**src/verilog/pm_pkg.sv**
```systemverilog
// constants, types and functional notes for the power mode and rate select block
// ----------------------------------------------------------------------------
// Functional notes
// - boot loads trim, at most 10 ms
// - after boot both sensors power down
// - accel-only, gyro-only or both active
// - accel five modes, gyro five, independent
// - both on: accel rate synced to gyro
// - accel mode from code, ulp, hp-disable
// - ulp table: six rates, 0110-1010 unavailable
// - hp-disable table: low-power, normal, high-perf
// - hp enabled, ulp off: codes 0001-1011 high-perf
// - gyro mode from code and hp-disable
// - gyro sleep alternative to power-down
// - sleep bit overrides gyro rate codes 0001-1010 only
// - power-down keeps bus, config, holds data
// ----------------------------------------------------------------------------
package pm_pkg;
    // -------------------------------------------------------------------------
    // timing
    // -------------------------------------------------------------------------
    localparam int CLK_HZ = 10_000_000;
    localparam int BOOT_MS = 10;
    localparam int BOOT_CYCLES = CLK_HZ / 1000 * BOOT_MS;
    // clock cycles per base 6.66 kHz tick, the period of the fastest rate index
    localparam int BASE_TICK_CYCLES = CLK_HZ / 6660;
    // -------------------------------------------------------------------------
    // register offsets (byte addresses)
    // -------------------------------------------------------------------------
    localparam logic [7:0] ADDR_ACCEL_CONTROL_ONE = 8'h00;
    localparam logic [7:0] ADDR_GYRO_CONTROL_ONE = 8'h04;
    localparam logic [7:0] ADDR_COMMON_CONTROL_FOUR = 8'h08;
    localparam logic [7:0] ADDR_COMMON_CONTROL_FIVE = 8'h0C;
    localparam logic [7:0] ADDR_COMMON_CONTROL_SIX = 8'h10;
    localparam logic [7:0] ADDR_GYRO_CONTROL_SEVEN = 8'h14;
    localparam logic [7:0] ADDR_STATUS = 8'h18;
    localparam logic [7:0] ADDR_ACCEL_DATA = 8'h1C;
    localparam logic [7:0] ADDR_GYRO_DATA = 8'h20;
    // -------------------------------------------------------------------------
    // field positions and reset values
    // -------------------------------------------------------------------------
    localparam int RATE_LSB = 4;
    localparam int SLEEP_BIT = 6;
    localparam int ULP_BIT = 7;
    localparam int HPD_BIT = 4;
    localparam int AUXSPI_LSB = 0;
    localparam logic [7:0] CTRL_RESET = 8'h00;
    localparam logic [3:0] CODE_OFF = 4'h0;
    localparam logic [3:0] CODE_1P6 = 4'hB;
    localparam logic [3:0] CODE_208 = 4'h5;
    localparam logic [3:0] CODE_104 = 4'h4;
    localparam logic [3:0] CODE_52 = 4'h3;
    localparam logic [3:0] CODE_MAX = 4'hA;
    // rate index: 0 off, 1 1.6, 2 12.5 .. 11 6.66k
    localparam logic [3:0] IDX_OFF = 4'h0;
    localparam logic [3:0] IDX_1P6 = 4'h1;
    localparam logic [3:0] IDX_12P5 = 4'h2;
    // -------------------------------------------------------------------------
    // modes
    // -------------------------------------------------------------------------
    typedef enum logic [2:0] {
        MODE_OFF, MODE_ULP, MODE_LP, MODE_NORMAL, MODE_HP, MODE_SLEEP
    } mode_e;
    typedef enum logic [1:0] {ST_BOOT, ST_RUN} state_e;
endpackage : pm_pkg

```
**src/verilog/trim_if.sv**
```systemverilog
// interface between the control block and the trim memory
`timescale 1ns/1ns
interface trim_if;
    logic [3:0] addr;
    logic [7:0] rdata;
    modport ctrl (output addr, input rdata);
    modport mem (input addr, output rdata);
endinterface : trim_if

```
**src/verilog/power_mode_rate_select.sv**
```systemverilog
// power mode and output rate selection for accelerometer and gyroscope
`timescale 1ns/1ns
module power_mode_rate_select
    import pm_pkg::*;
#(
    parameter int BOOT_LEN = BOOT_CYCLES
) (
    // clock and reset
    input wire logic clk_i,
    input wire logic rst_i,
    // wishbone slave
    input wire logic cyc_i,
    input wire logic stb_i,
    input wire logic we_i,
    input wire logic [7:0] adr_i,
    input wire logic [3:0] sel_i,
    input wire logic [31:0] dat_i,
    output logic [31:0] dat_o,
    output logic ack_o,
    // sensor samples
    input wire logic [15:0] accel_sample_i,
    input wire logic [15:0] gyro_sample_i,
    // decoded state
    output logic [2:0] accel_mode_o,
    output logic [2:0] gyro_mode_o,
    output logic [3:0] accel_rate_o,
    output logic [3:0] gyro_rate_o,
    output logic boot_done_o,
    output logic accel_tick_o,
    output logic gyro_tick_o
);
    // ------------------------------------------------------------------------
    // registers
    // ------------------------------------------------------------------------
    logic [7:0] accel_control_one, gyro_control_one, common_control_four;
    logic [7:0] common_control_five, common_control_six, gyro_control_seven;
    logic [15:0] accel_data, gyro_data;
    logic [7:0] trim_sum;
    state_e state;
    logic [31:0] boot_cnt;
    trim_if tif ();
    trim_mem u_trim (.clk_i(clk_i), .port(tif));

    wire [3:0] accel_rate_code = accel_control_one[RATE_LSB +: 4];
    wire [3:0] gyro_rate_code = gyro_control_one[RATE_LSB +: 4];
    wire gyro_sleep = common_control_four[SLEEP_BIT];
    wire accel_ultralow_enable = common_control_five[ULP_BIT];
    wire accel_highperf_disable = common_control_six[HPD_BIT];
    wire gyro_highperf_disable = gyro_control_seven[HPD_BIT];
    wire running = (state == ST_RUN);

    // ------------------------------------------------------------------------
    // boot sequence
    // ------------------------------------------------------------------------
    wire boot_last = (boot_cnt == 32'(BOOT_LEN - 1));
    assign tif.addr = boot_cnt[3:0];
    always_ff @(posedge clk_i) begin
        if (rst_i) begin
            state <= ST_BOOT;
            boot_cnt <= '0;
            trim_sum <= '0;
        end else if (state == ST_BOOT) begin
            boot_cnt <= boot_cnt + 32'd1;
            if (boot_cnt < 32'd17) begin
                trim_sum <= trim_sum + tif.rdata;
            end
            if (boot_last) begin
                state <= ST_RUN;
            end
        end
    end

    // ------------------------------------------------------------------------
    // accelerometer decode
    // ------------------------------------------------------------------------
    wire a_off = (accel_rate_code == CODE_OFF) || (accel_rate_code > CODE_1P6);
    wire a_code_b = (accel_rate_code == CODE_1P6);
    wire a_ulp_cfg = accel_ultralow_enable && !accel_highperf_disable;
    wire a_bad_cfg = accel_ultralow_enable && accel_highperf_disable;
    wire a_ulp_na = a_ulp_cfg && (accel_rate_code > CODE_208) && !a_code_b;
    wire a_is_off = !running || a_off || a_bad_cfg || a_ulp_na;
    wire [3:0] a_idx_raw = a_code_b ? IDX_1P6 : 4'(accel_rate_code + 4'd1);
    wire [3:0] next_accel_rate = a_is_off ? IDX_OFF :
        (a_code_b && !a_ulp_cfg && !accel_highperf_disable) ? IDX_12P5 : a_idx_raw;
    mode_e next_accel_mode;
    assign next_accel_mode = a_is_off ? MODE_OFF :
        a_ulp_cfg ? MODE_ULP :
        !accel_highperf_disable ? MODE_HP :
        (a_code_b || accel_rate_code <= CODE_52) ? MODE_LP :
        (accel_rate_code <= CODE_208) ? MODE_NORMAL : MODE_HP;

    // ------------------------------------------------------------------------
    // gyroscope decode
    // ------------------------------------------------------------------------
    wire g_is_off = !running || gyro_rate_code == CODE_OFF ||
        gyro_rate_code > CODE_MAX;
    wire [3:0] next_gyro_rate = g_is_off ? IDX_OFF : 4'(gyro_rate_code + 4'd1);
    mode_e next_gyro_mode;
    assign next_gyro_mode = g_is_off ? MODE_OFF :
        gyro_sleep ? MODE_SLEEP :
        !gyro_highperf_disable ? MODE_HP :
        (gyro_rate_code <= CODE_52) ? MODE_LP :
        (gyro_rate_code <= CODE_208) ? MODE_NORMAL : MODE_HP;

    // ------------------------------------------------------------------------
    // sample timebase: rate index k ticks every 2^(11-k) base ticks
    // ------------------------------------------------------------------------
    logic [15:0] base_cnt;
    logic [10:0] div_cnt;
    wire base_tick = (base_cnt == 16'(BASE_TICK_CYCLES - 1));
    wire g_active = (gyro_mode_o != MODE_OFF) && (gyro_mode_o != MODE_SLEEP);
    wire a_active = (accel_mode_o != MODE_OFF);
    wire [3:0] a_sh = 4'd11 - accel_rate_o;
    wire [3:0] g_sh = 4'd11 - gyro_rate_o;
    wire [10:0] a_mask = 11'((12'd1 << a_sh) - 12'd1);
    wire [10:0] g_mask = 11'((12'd1 << g_sh) - 12'd1);
    // one shared divider keeps both rates power-of-two related and aligned
    wire next_accel_tick = a_active && base_tick && ((div_cnt & a_mask) == '0);
    wire next_gyro_tick = g_active && base_tick && ((div_cnt & g_mask) == '0);
    always_ff @(posedge clk_i) begin
        if (rst_i || !running) begin
            base_cnt <= '0;
            div_cnt <= '0;
        end else begin
            base_cnt <= base_tick ? '0 : base_cnt + 16'd1;
            if (base_tick) begin
                div_cnt <= div_cnt + 11'd1;
            end
        end
    end

    // ------------------------------------------------------------------------
    // outputs and data hold
    // ------------------------------------------------------------------------
    always_ff @(posedge clk_i) begin
        if (rst_i) begin
            accel_mode_o <= MODE_OFF;
            gyro_mode_o <= MODE_OFF;
            accel_rate_o <= IDX_OFF;
            gyro_rate_o <= IDX_OFF;
            boot_done_o <= 1'b0;
            accel_tick_o <= 1'b0;
            gyro_tick_o <= 1'b0;
            accel_data <= '0;
            gyro_data <= '0;
        end else begin
            accel_mode_o <= next_accel_mode;
            gyro_mode_o <= next_gyro_mode;
            accel_rate_o <= next_accel_rate;
            gyro_rate_o <= next_gyro_rate;
            boot_done_o <= running;
            accel_tick_o <= next_accel_tick;
            gyro_tick_o <= next_gyro_tick;
            if (next_accel_tick) begin
                accel_data <= accel_sample_i;
            end
            if (next_gyro_tick) begin
                gyro_data <= gyro_sample_i;
            end
        end
    end

    // ------------------------------------------------------------------------
    // wishbone slave: one registered ack cycle per access, one wait state
    // ------------------------------------------------------------------------
    wire req = cyc_i && stb_i && !ack_o;
    // a write lands on the edge at which the master samples ack high
    wire wr = cyc_i && stb_i && ack_o && we_i && sel_i[0];
    logic [31:0] next_dat;
    always_comb begin
        unique case (adr_i)
            ADDR_ACCEL_CONTROL_ONE: next_dat = {24'h0, accel_control_one};
            ADDR_GYRO_CONTROL_ONE: next_dat = {24'h0, gyro_control_one};
            ADDR_COMMON_CONTROL_FOUR: next_dat = {24'h0, common_control_four};
            ADDR_COMMON_CONTROL_FIVE: next_dat = {24'h0, common_control_five};
            ADDR_COMMON_CONTROL_SIX: next_dat = {24'h0, common_control_six};
            ADDR_GYRO_CONTROL_SEVEN: next_dat = {24'h0, gyro_control_seven};
            ADDR_STATUS: next_dat = {16'h0, trim_sum, 1'b0, gyro_mode_o, accel_mode_o, running};
            ADDR_ACCEL_DATA: next_dat = {16'h0, accel_data};
            ADDR_GYRO_DATA: next_dat = {16'h0, gyro_data};
            default: next_dat = 32'h0;
        endcase
    end
    // registers stay writable in every mode; boot does not clear them
    always_ff @(posedge clk_i) begin
        if (rst_i) begin
            ack_o <= 1'b0;
            dat_o <= '0;
            accel_control_one <= CTRL_RESET;
            gyro_control_one <= CTRL_RESET;
            common_control_four <= CTRL_RESET;
            common_control_five <= CTRL_RESET;
            common_control_six <= CTRL_RESET;
            gyro_control_seven <= CTRL_RESET;
        end else begin
            ack_o <= req;
            dat_o <= req ? next_dat : 32'h0;
            if (wr && adr_i == ADDR_ACCEL_CONTROL_ONE) accel_control_one <= dat_i[7:0];
            if (wr && adr_i == ADDR_GYRO_CONTROL_ONE) gyro_control_one <= dat_i[7:0];
            if (wr && adr_i == ADDR_COMMON_CONTROL_FOUR) common_control_four <= dat_i[7:0];
            if (wr && adr_i == ADDR_COMMON_CONTROL_FIVE) common_control_five <= dat_i[7:0];
            if (wr && adr_i == ADDR_COMMON_CONTROL_SIX) common_control_six <= dat_i[7:0];
            if (wr && adr_i == ADDR_GYRO_CONTROL_SEVEN) gyro_control_seven <= dat_i[7:0];
        end
    end

    // ------------------------------------------------------------------------
    // assertions
    // ------------------------------------------------------------------------
    AST_BOOT_OFF: assert property (@(posedge clk_i) disable iff (rst_i)
        !running |=> accel_mode_o == MODE_OFF && gyro_mode_o == MODE_OFF)
        else $error("sensor active during boot");
    AST_CODE0: assert property (@(posedge clk_i) disable iff (rst_i)
        accel_rate_code == CODE_OFF |=> accel_mode_o == MODE_OFF)
        else $error("accel code zero not off");
    AST_ULP_NA: assert property (@(posedge clk_i) disable iff (rst_i)
        a_ulp_cfg && accel_rate_code == 4'h7 |=> accel_mode_o == MODE_OFF)
        else $error("ulp unavailable code ran");
    AST_LP: assert property (@(posedge clk_i) disable iff (rst_i)
        running && !accel_ultralow_enable && accel_highperf_disable && accel_rate_code == 4'h2
        |=> accel_mode_o == MODE_LP && accel_rate_o == 4'h3)
        else $error("accel low power decode wrong");
    AST_HP12: assert property (@(posedge clk_i) disable iff (rst_i)
        running && !accel_ultralow_enable && !accel_highperf_disable && a_code_b
        |=> accel_mode_o == MODE_HP && accel_rate_o == IDX_12P5)
        else $error("code 1011 not 12.5 hp");
    AST_GYRO_NORM: assert property (@(posedge clk_i) disable iff (rst_i)
        running && !gyro_sleep && gyro_highperf_disable && gyro_rate_code == CODE_104
        |=> gyro_mode_o == MODE_NORMAL)
        else $error("gyro normal decode wrong");
    AST_SLEEP: assert property (@(posedge clk_i) disable iff (rst_i)
        running && gyro_sleep && gyro_rate_code != CODE_OFF && gyro_rate_code <= CODE_MAX
        |=> gyro_mode_o == MODE_SLEEP)
        else $error("gyro sleep ignored");
    AST_HOLD: assert property (@(posedge clk_i) disable iff (rst_i)
        accel_mode_o == MODE_OFF |=> $stable(accel_data))
        else $error("accel data changed in power down");
    AST_SYNC: assert property (@(posedge clk_i) disable iff (rst_i)
        next_gyro_tick && a_active && accel_rate_o >= gyro_rate_o |-> next_accel_tick)
        else $error("accel not aligned to gyro");
    AST_BOOTLEN: assert property (@(posedge clk_i) disable iff (rst_i)
        !running |-> boot_cnt < 32'(BOOT_LEN))
        else $error("boot too long");
endmodule : power_mode_rate_select

```
**src/verilog/trim_mem.sv**
```systemverilog
// trim parameter memory with registered read data
`timescale 1ns/1ns
module trim_mem
    import pm_pkg::*;
(
    input wire logic clk_i,
    trim_if.mem port
);
    logic [7:0] mem [16];
    logic [7:0] rdata_q;
    // ------------------------------------------------------------------------
    // fixed trim contents
    // ------------------------------------------------------------------------
    for (genvar i = 0; i < 16; i++) begin : g_trim
        assign mem[i] = 8'(i * 8'h11);
    end
    always_ff @(posedge clk_i) begin
        rdata_q <= mem[port.addr];
    end
    assign port.rdata = rdata_q;
endmodule : trim_mem

```
**config.mk**
```make
export PLATFORM = sky130hd
export DESIGN_NAME = power_mode_rate_select
export DESIGN_NICKNAME = d
export VERILOG_FILES = /design/src/verilog/pm_pkg.sv /design/src/verilog/trim_if.sv /design/src/verilog/power_mode_rate_select.sv /design/src/verilog/trim_mem.sv
export SDC_FILE = /design/constraint.sdc
export NUM_CORES = 1
export LEC_CHECK = 0
export ABC_AREA = 0
export BUFFER_PORTS_ARGS = -buffer_cell sky130_fd_sc_hd__buf_2
export CORE_ASPECT_RATIO = 1.2
export CORE_MARGIN = 5
export CORE_UTILIZATION = 64
export CTS_BUF_LIST = sky130_fd_sc_hd__clkbuf_4 sky130_fd_sc_hd__clkbuf_8
export DETAILED_ROUTE_END_ITERATION = 6
export PLACE_DENSITY = 0.88
export SYNTH_ARGS = -nofsm -noshare
export SYNTH_HDL_FRONTEND = slang
export SYNTH_SLANG_ARGS = --single-unit
```
**constraint.sdc**
```tcl
create_clock -name clk_i -period 8 [get_ports clk_i]
set_input_delay 1.2 -clock clk_i [delete_from_list [all_inputs] [get_ports clk_i]]
set_output_delay 1.2 -clock clk_i [all_outputs]
set_load 0.1 [all_outputs]
```
==> flow_metrics.py <==
metrics = {
    "floorplan": {
        "floorplan.initialDensity": 0.655,
        "dieArea_mm2": 0.0166,
        "die_h_um": 140,
        "num_rows": 47,
        "io_pins": 131,
        "die_w_um": 119,
        "coreArea_mm2": 0.0138,
    },
    "routing": {
        "drt-initial-drc-count": 688,
        "postRouteWirelength_um": 21900,
        "dr.pass1.iters": 6,
        "met3_length_um": 1090,
        "wl_met1_um": 8840,
        "met2_length_um": 11000,
        "route.detailed.drc": 0,
        "drt.antenna.violating_nets": 0,
        "wl_per_cell_um": 17.0,
        "top_layer": "met4",
        "vias": 7607,
        "vias_per_cell": 5.92,
    },
    "clock_network": {
        "cts.path.max_buffers": 2,
        "cts_hold_buf": 0,
        "cts_inserted_buffers": 17,
        "cts-resized-gates": 0,
        "cts_tree": "built",
        "cts_sinks": 186,
        "cts_root_buf": "clkbuf_8",
        "cts_htree_levels": 4,
        "insertion_delay_ns": 0.46,
        "clkSlewWorstSetupHoldPaths_ns": 0.10,
        "cts_setup_buffers": 0,
    },
    "finish": {
        "nets": 1210,
        "area_growth_pct": 9.49,
        "drive_gt1_frac": 0.130,
        "utilization": 0.718,
        "diodes": 0,
    },
    "timing": {
        "grt_setup_unrepaired": "no",
        "fmax_ghz": 0.277,
        "clock_skew_ns": 0.0140,
        "hold_viol": 0,
        "fin_crit_ns": 3.61,
        "setup_tns_ns": 0,
        "tightest_slew_ns": 1.10,
        "setup_violations": 0,
        "slew-limit-headroom": 0.260,
        "drv_slew": 0,
        "fin_crit_sh": 0.451,
    },
    "synth": {
        "synth.distinct_cells": 65,
        "ys_async_sr_fraction": 0,
        "ys_warn_count": 0,
        "syn_avg_cell_area_um2": 8.68,
        "seq_area_frac_synth": 0.411,
        "synth_area_mm2": 0.00906,
        "yosys_register_bits": 186,
        "synth_cells": 1043,
        "synth-main-ff-cell": "dfxtp_1",
        "synth_edf_count": 0,
    },
    "setup_path": {
        "slowest_delay_ns": 0.78,
        "startpoint": "adr_i[2]",
        "crit_path_end_kind": "flip-flop",
        "r2r_cells": 11,
        "cp_max_fo": 34,
        "path_cells": "buf_2 > inv_1 > nand3_1 > nor2b_1 > o21ai_1 > a21oi_1",
        "crit_path_end": "dat_o[6]",
        "rrSetupSlack_ns": 4.42,
        "rr_startpoint": "accel_rate_o[2]",
        "reg2reg_to": "accel_data[4]",
        "critical-path-slowest-cell": "nor2b_1",
        "cp-start-kind": "input port",
        "crit_required_ns": 8.36,
        "crit_arrival_ns": 3.96,
        "criticalPathCategory": "in -> reg",
    },
    "power": {
        "p_leak_nw": 4.00,
        "pwr_density_cell_mw_per_mm2": 176,
        "ir_drop_mv": 0.145,
    },
    "global_routing": {
        "grt_pass1_wl_um": 35200,
        "overflow": 0,
        "antenna_found_initial": 0,
        "grt_usage": 0.257,
        "grt_max_degree": 80,
        "grt_pass1_vias": 7301,
    },
    "place": {
        "gp_congestion": 0.975,
        "place_hpwl_um": 15700,
        "port-buffer-count": 87,
    },
    "hold_path": {
        "worstHoldPathType": "reg -> reg",
    },
    "flow_run": {
        "maxCapViolCount": 0,
    },
    "status": {
        "status": "completed",
    },
}
==> critical path: cells and delay by family <==
family,cells,cell delay [ns]
and+or+nand+nor,2,1.00
AOI/OAI and AO/OA,2,0.97
buffers and inverters,2,0.77
==> flip-flops by register name, indices dropped and copies added (netlist names) <==
register and cells:
boot_done_o 1, u_trim.port.rdata 4, accel_rate_o 4, ack_o 1
gyro_mode_o 3, common_control_five 8, accel_mode_o 3, div_cnt 11
gyro_tick_o 1, accel_tick_o 1, trim_sum 8, common_control_six 8
gyro_control_one 8, common_control_four 8, base_cnt 16, accel_data 16
gyro_data 16, gyro_control_seven 8, accel_control_one 8, gyro_rate_o 4
boot_cnt 32, dat_o 16, state 1
==> routing by layer <==
metal  track usage  vias to the layer above
li1              -                     3703
met1         0.296                     3614
met2         0.443                      223
met3        0.0528                       67
met4         0.145                        0
met5             0                        -
==> layout by cell type, fill, tap and decap left out, drive strengths merged, types with 3 or more instances in the layout <==
cell / n
a211oi: 3
a21o: 3
a21oi: 55
a221oi: 3
a22oi: 15
a31oi: 6
and2: 3
and3: 13
and4: 4
buf: 93
bufinv: 3
clkbuf: 20
conb: 16
dfxtp: 186
ha: 25
inv: 39
mux2: 11
mux2i: 84
nand2: 53
nand2b: 40
nand3: 49
nand4: 20
nor2: 162
nor2b: 17
nor3: 22
nor3b: 3
nor4: 17
nor4b: 3
o211ai: 5
o21ai: 29
o22ai: 3
o31ai: 3
or3: 13
or4: 7
xnor2: 29
xor2: 28
==> where the power goes <==
group | internal (W) | switching (W) | total [W]
Clock | 0.000333 | 0.000337 | 0.000671
Sequential | 0.000934 | 0.00000892 | 0.000943
Combinational | 0.0000371 | 0.0000900 | 0.000127
Total | 0.00130 | 0.000436 | 0.00174
==> how the worst min path moves through the flow <==
stage	cells past startpoint	slack, ns	startpoint	endpoint
CTS	0	0.41	boot_cnt[1]	u_trim.port.rdata[5]
detailed placement	0	0.40	boot_cnt[1]	u_trim.port.rdata[5]
floorplan	0	0.38	boot_cnt[1]	u_trim.port.rdata[5]
finish	0	0.41	boot_cnt[1]	u_trim.port.rdata[5]
global placement	0	0.39	boot_cnt[1]	u_trim.port.rdata[5]
global route	0	0.43	boot_cnt[1]	u_trim.port.rdata[5]
==> cell type report <==
cell class / count / area (um^2)
Clock buffer: 20 / 269
Clock inverter: 11 / 158
Fill cell: 1041 / 3900
Inverter: 34 / 128
Multi-Input combinational cell: 771 / 4940
Sequential cell: 186 / 3720
Tap cell: 171 / 214
Timing Repair Buffer: 93 / 483
==> Yosys cell counts, types with 3 or more instances <==
cell	instances	area [um^2]
a21o_1	3	22.5
xor2_1	28	245
nor3b_1	3	22.5
buf_1	3	11.3
a211oi_1	3	22.5
and3_1	13	81.3
o211ai_1	5	37.5
inv_1	34	128
o21ai_0	27	135
a21oi_1	55	275
buf_4	17	128
nand2b_1	40	250
nand3_1	49	245
o31ai_1	3	22.5
a221oi_1	3	26.3
o22ai_1	3	18.8
or3_1	13	81.3
clkbuf_1	44	165
nand4_1	20	125
mux2_2	11	124
nor3_1	22	110
a31oi_1	6	37.5
ha_1	25	313
a22oi_1	15	113
nor4_1	16	100
nor2b_1	17	106
and4_1	4	35.0
nand2_1	53	199
xnor2_1	29	254
mux2i_1	84	841
or4_1	6	45.0
nor2_1	161	604
dfxtp_1	186	3720
==> kinds of logic after synthesis <==
kind of cell               Yosys count  share of synthesized area
and+or+nand+nor                    437                      0.243
other                                1                   0.000414
muxes                               96                      0.109
xor gates and xnor gates            57                     0.0551
DFF                                186                      0.411
buffers and inverters              101                     0.0517
adders and majority gates           26                     0.0368
AOI/OAI and AO/OA                  139                     0.0931
==> stage by stage <==
stage          std cells  setup slack (ns)  total power [W]  instance area [um^2]  hold slack, ns
2_1_floorplan       1058              4.01          0.00106                  9110           0.375
3_3_place_gp        1255              3.94          0.00108                  9490           0.386
3_5_place_dp        1255              3.98          0.00109                  9490           0.397
4_1_cts             1286              4.43          0.00175                  9920           0.410
5_1_grt             1286              4.23          0.00180                  9920           0.428
6_report            1286              4.39          0.00174                  9920           0.413
Power figures use the tool's default switching activity.
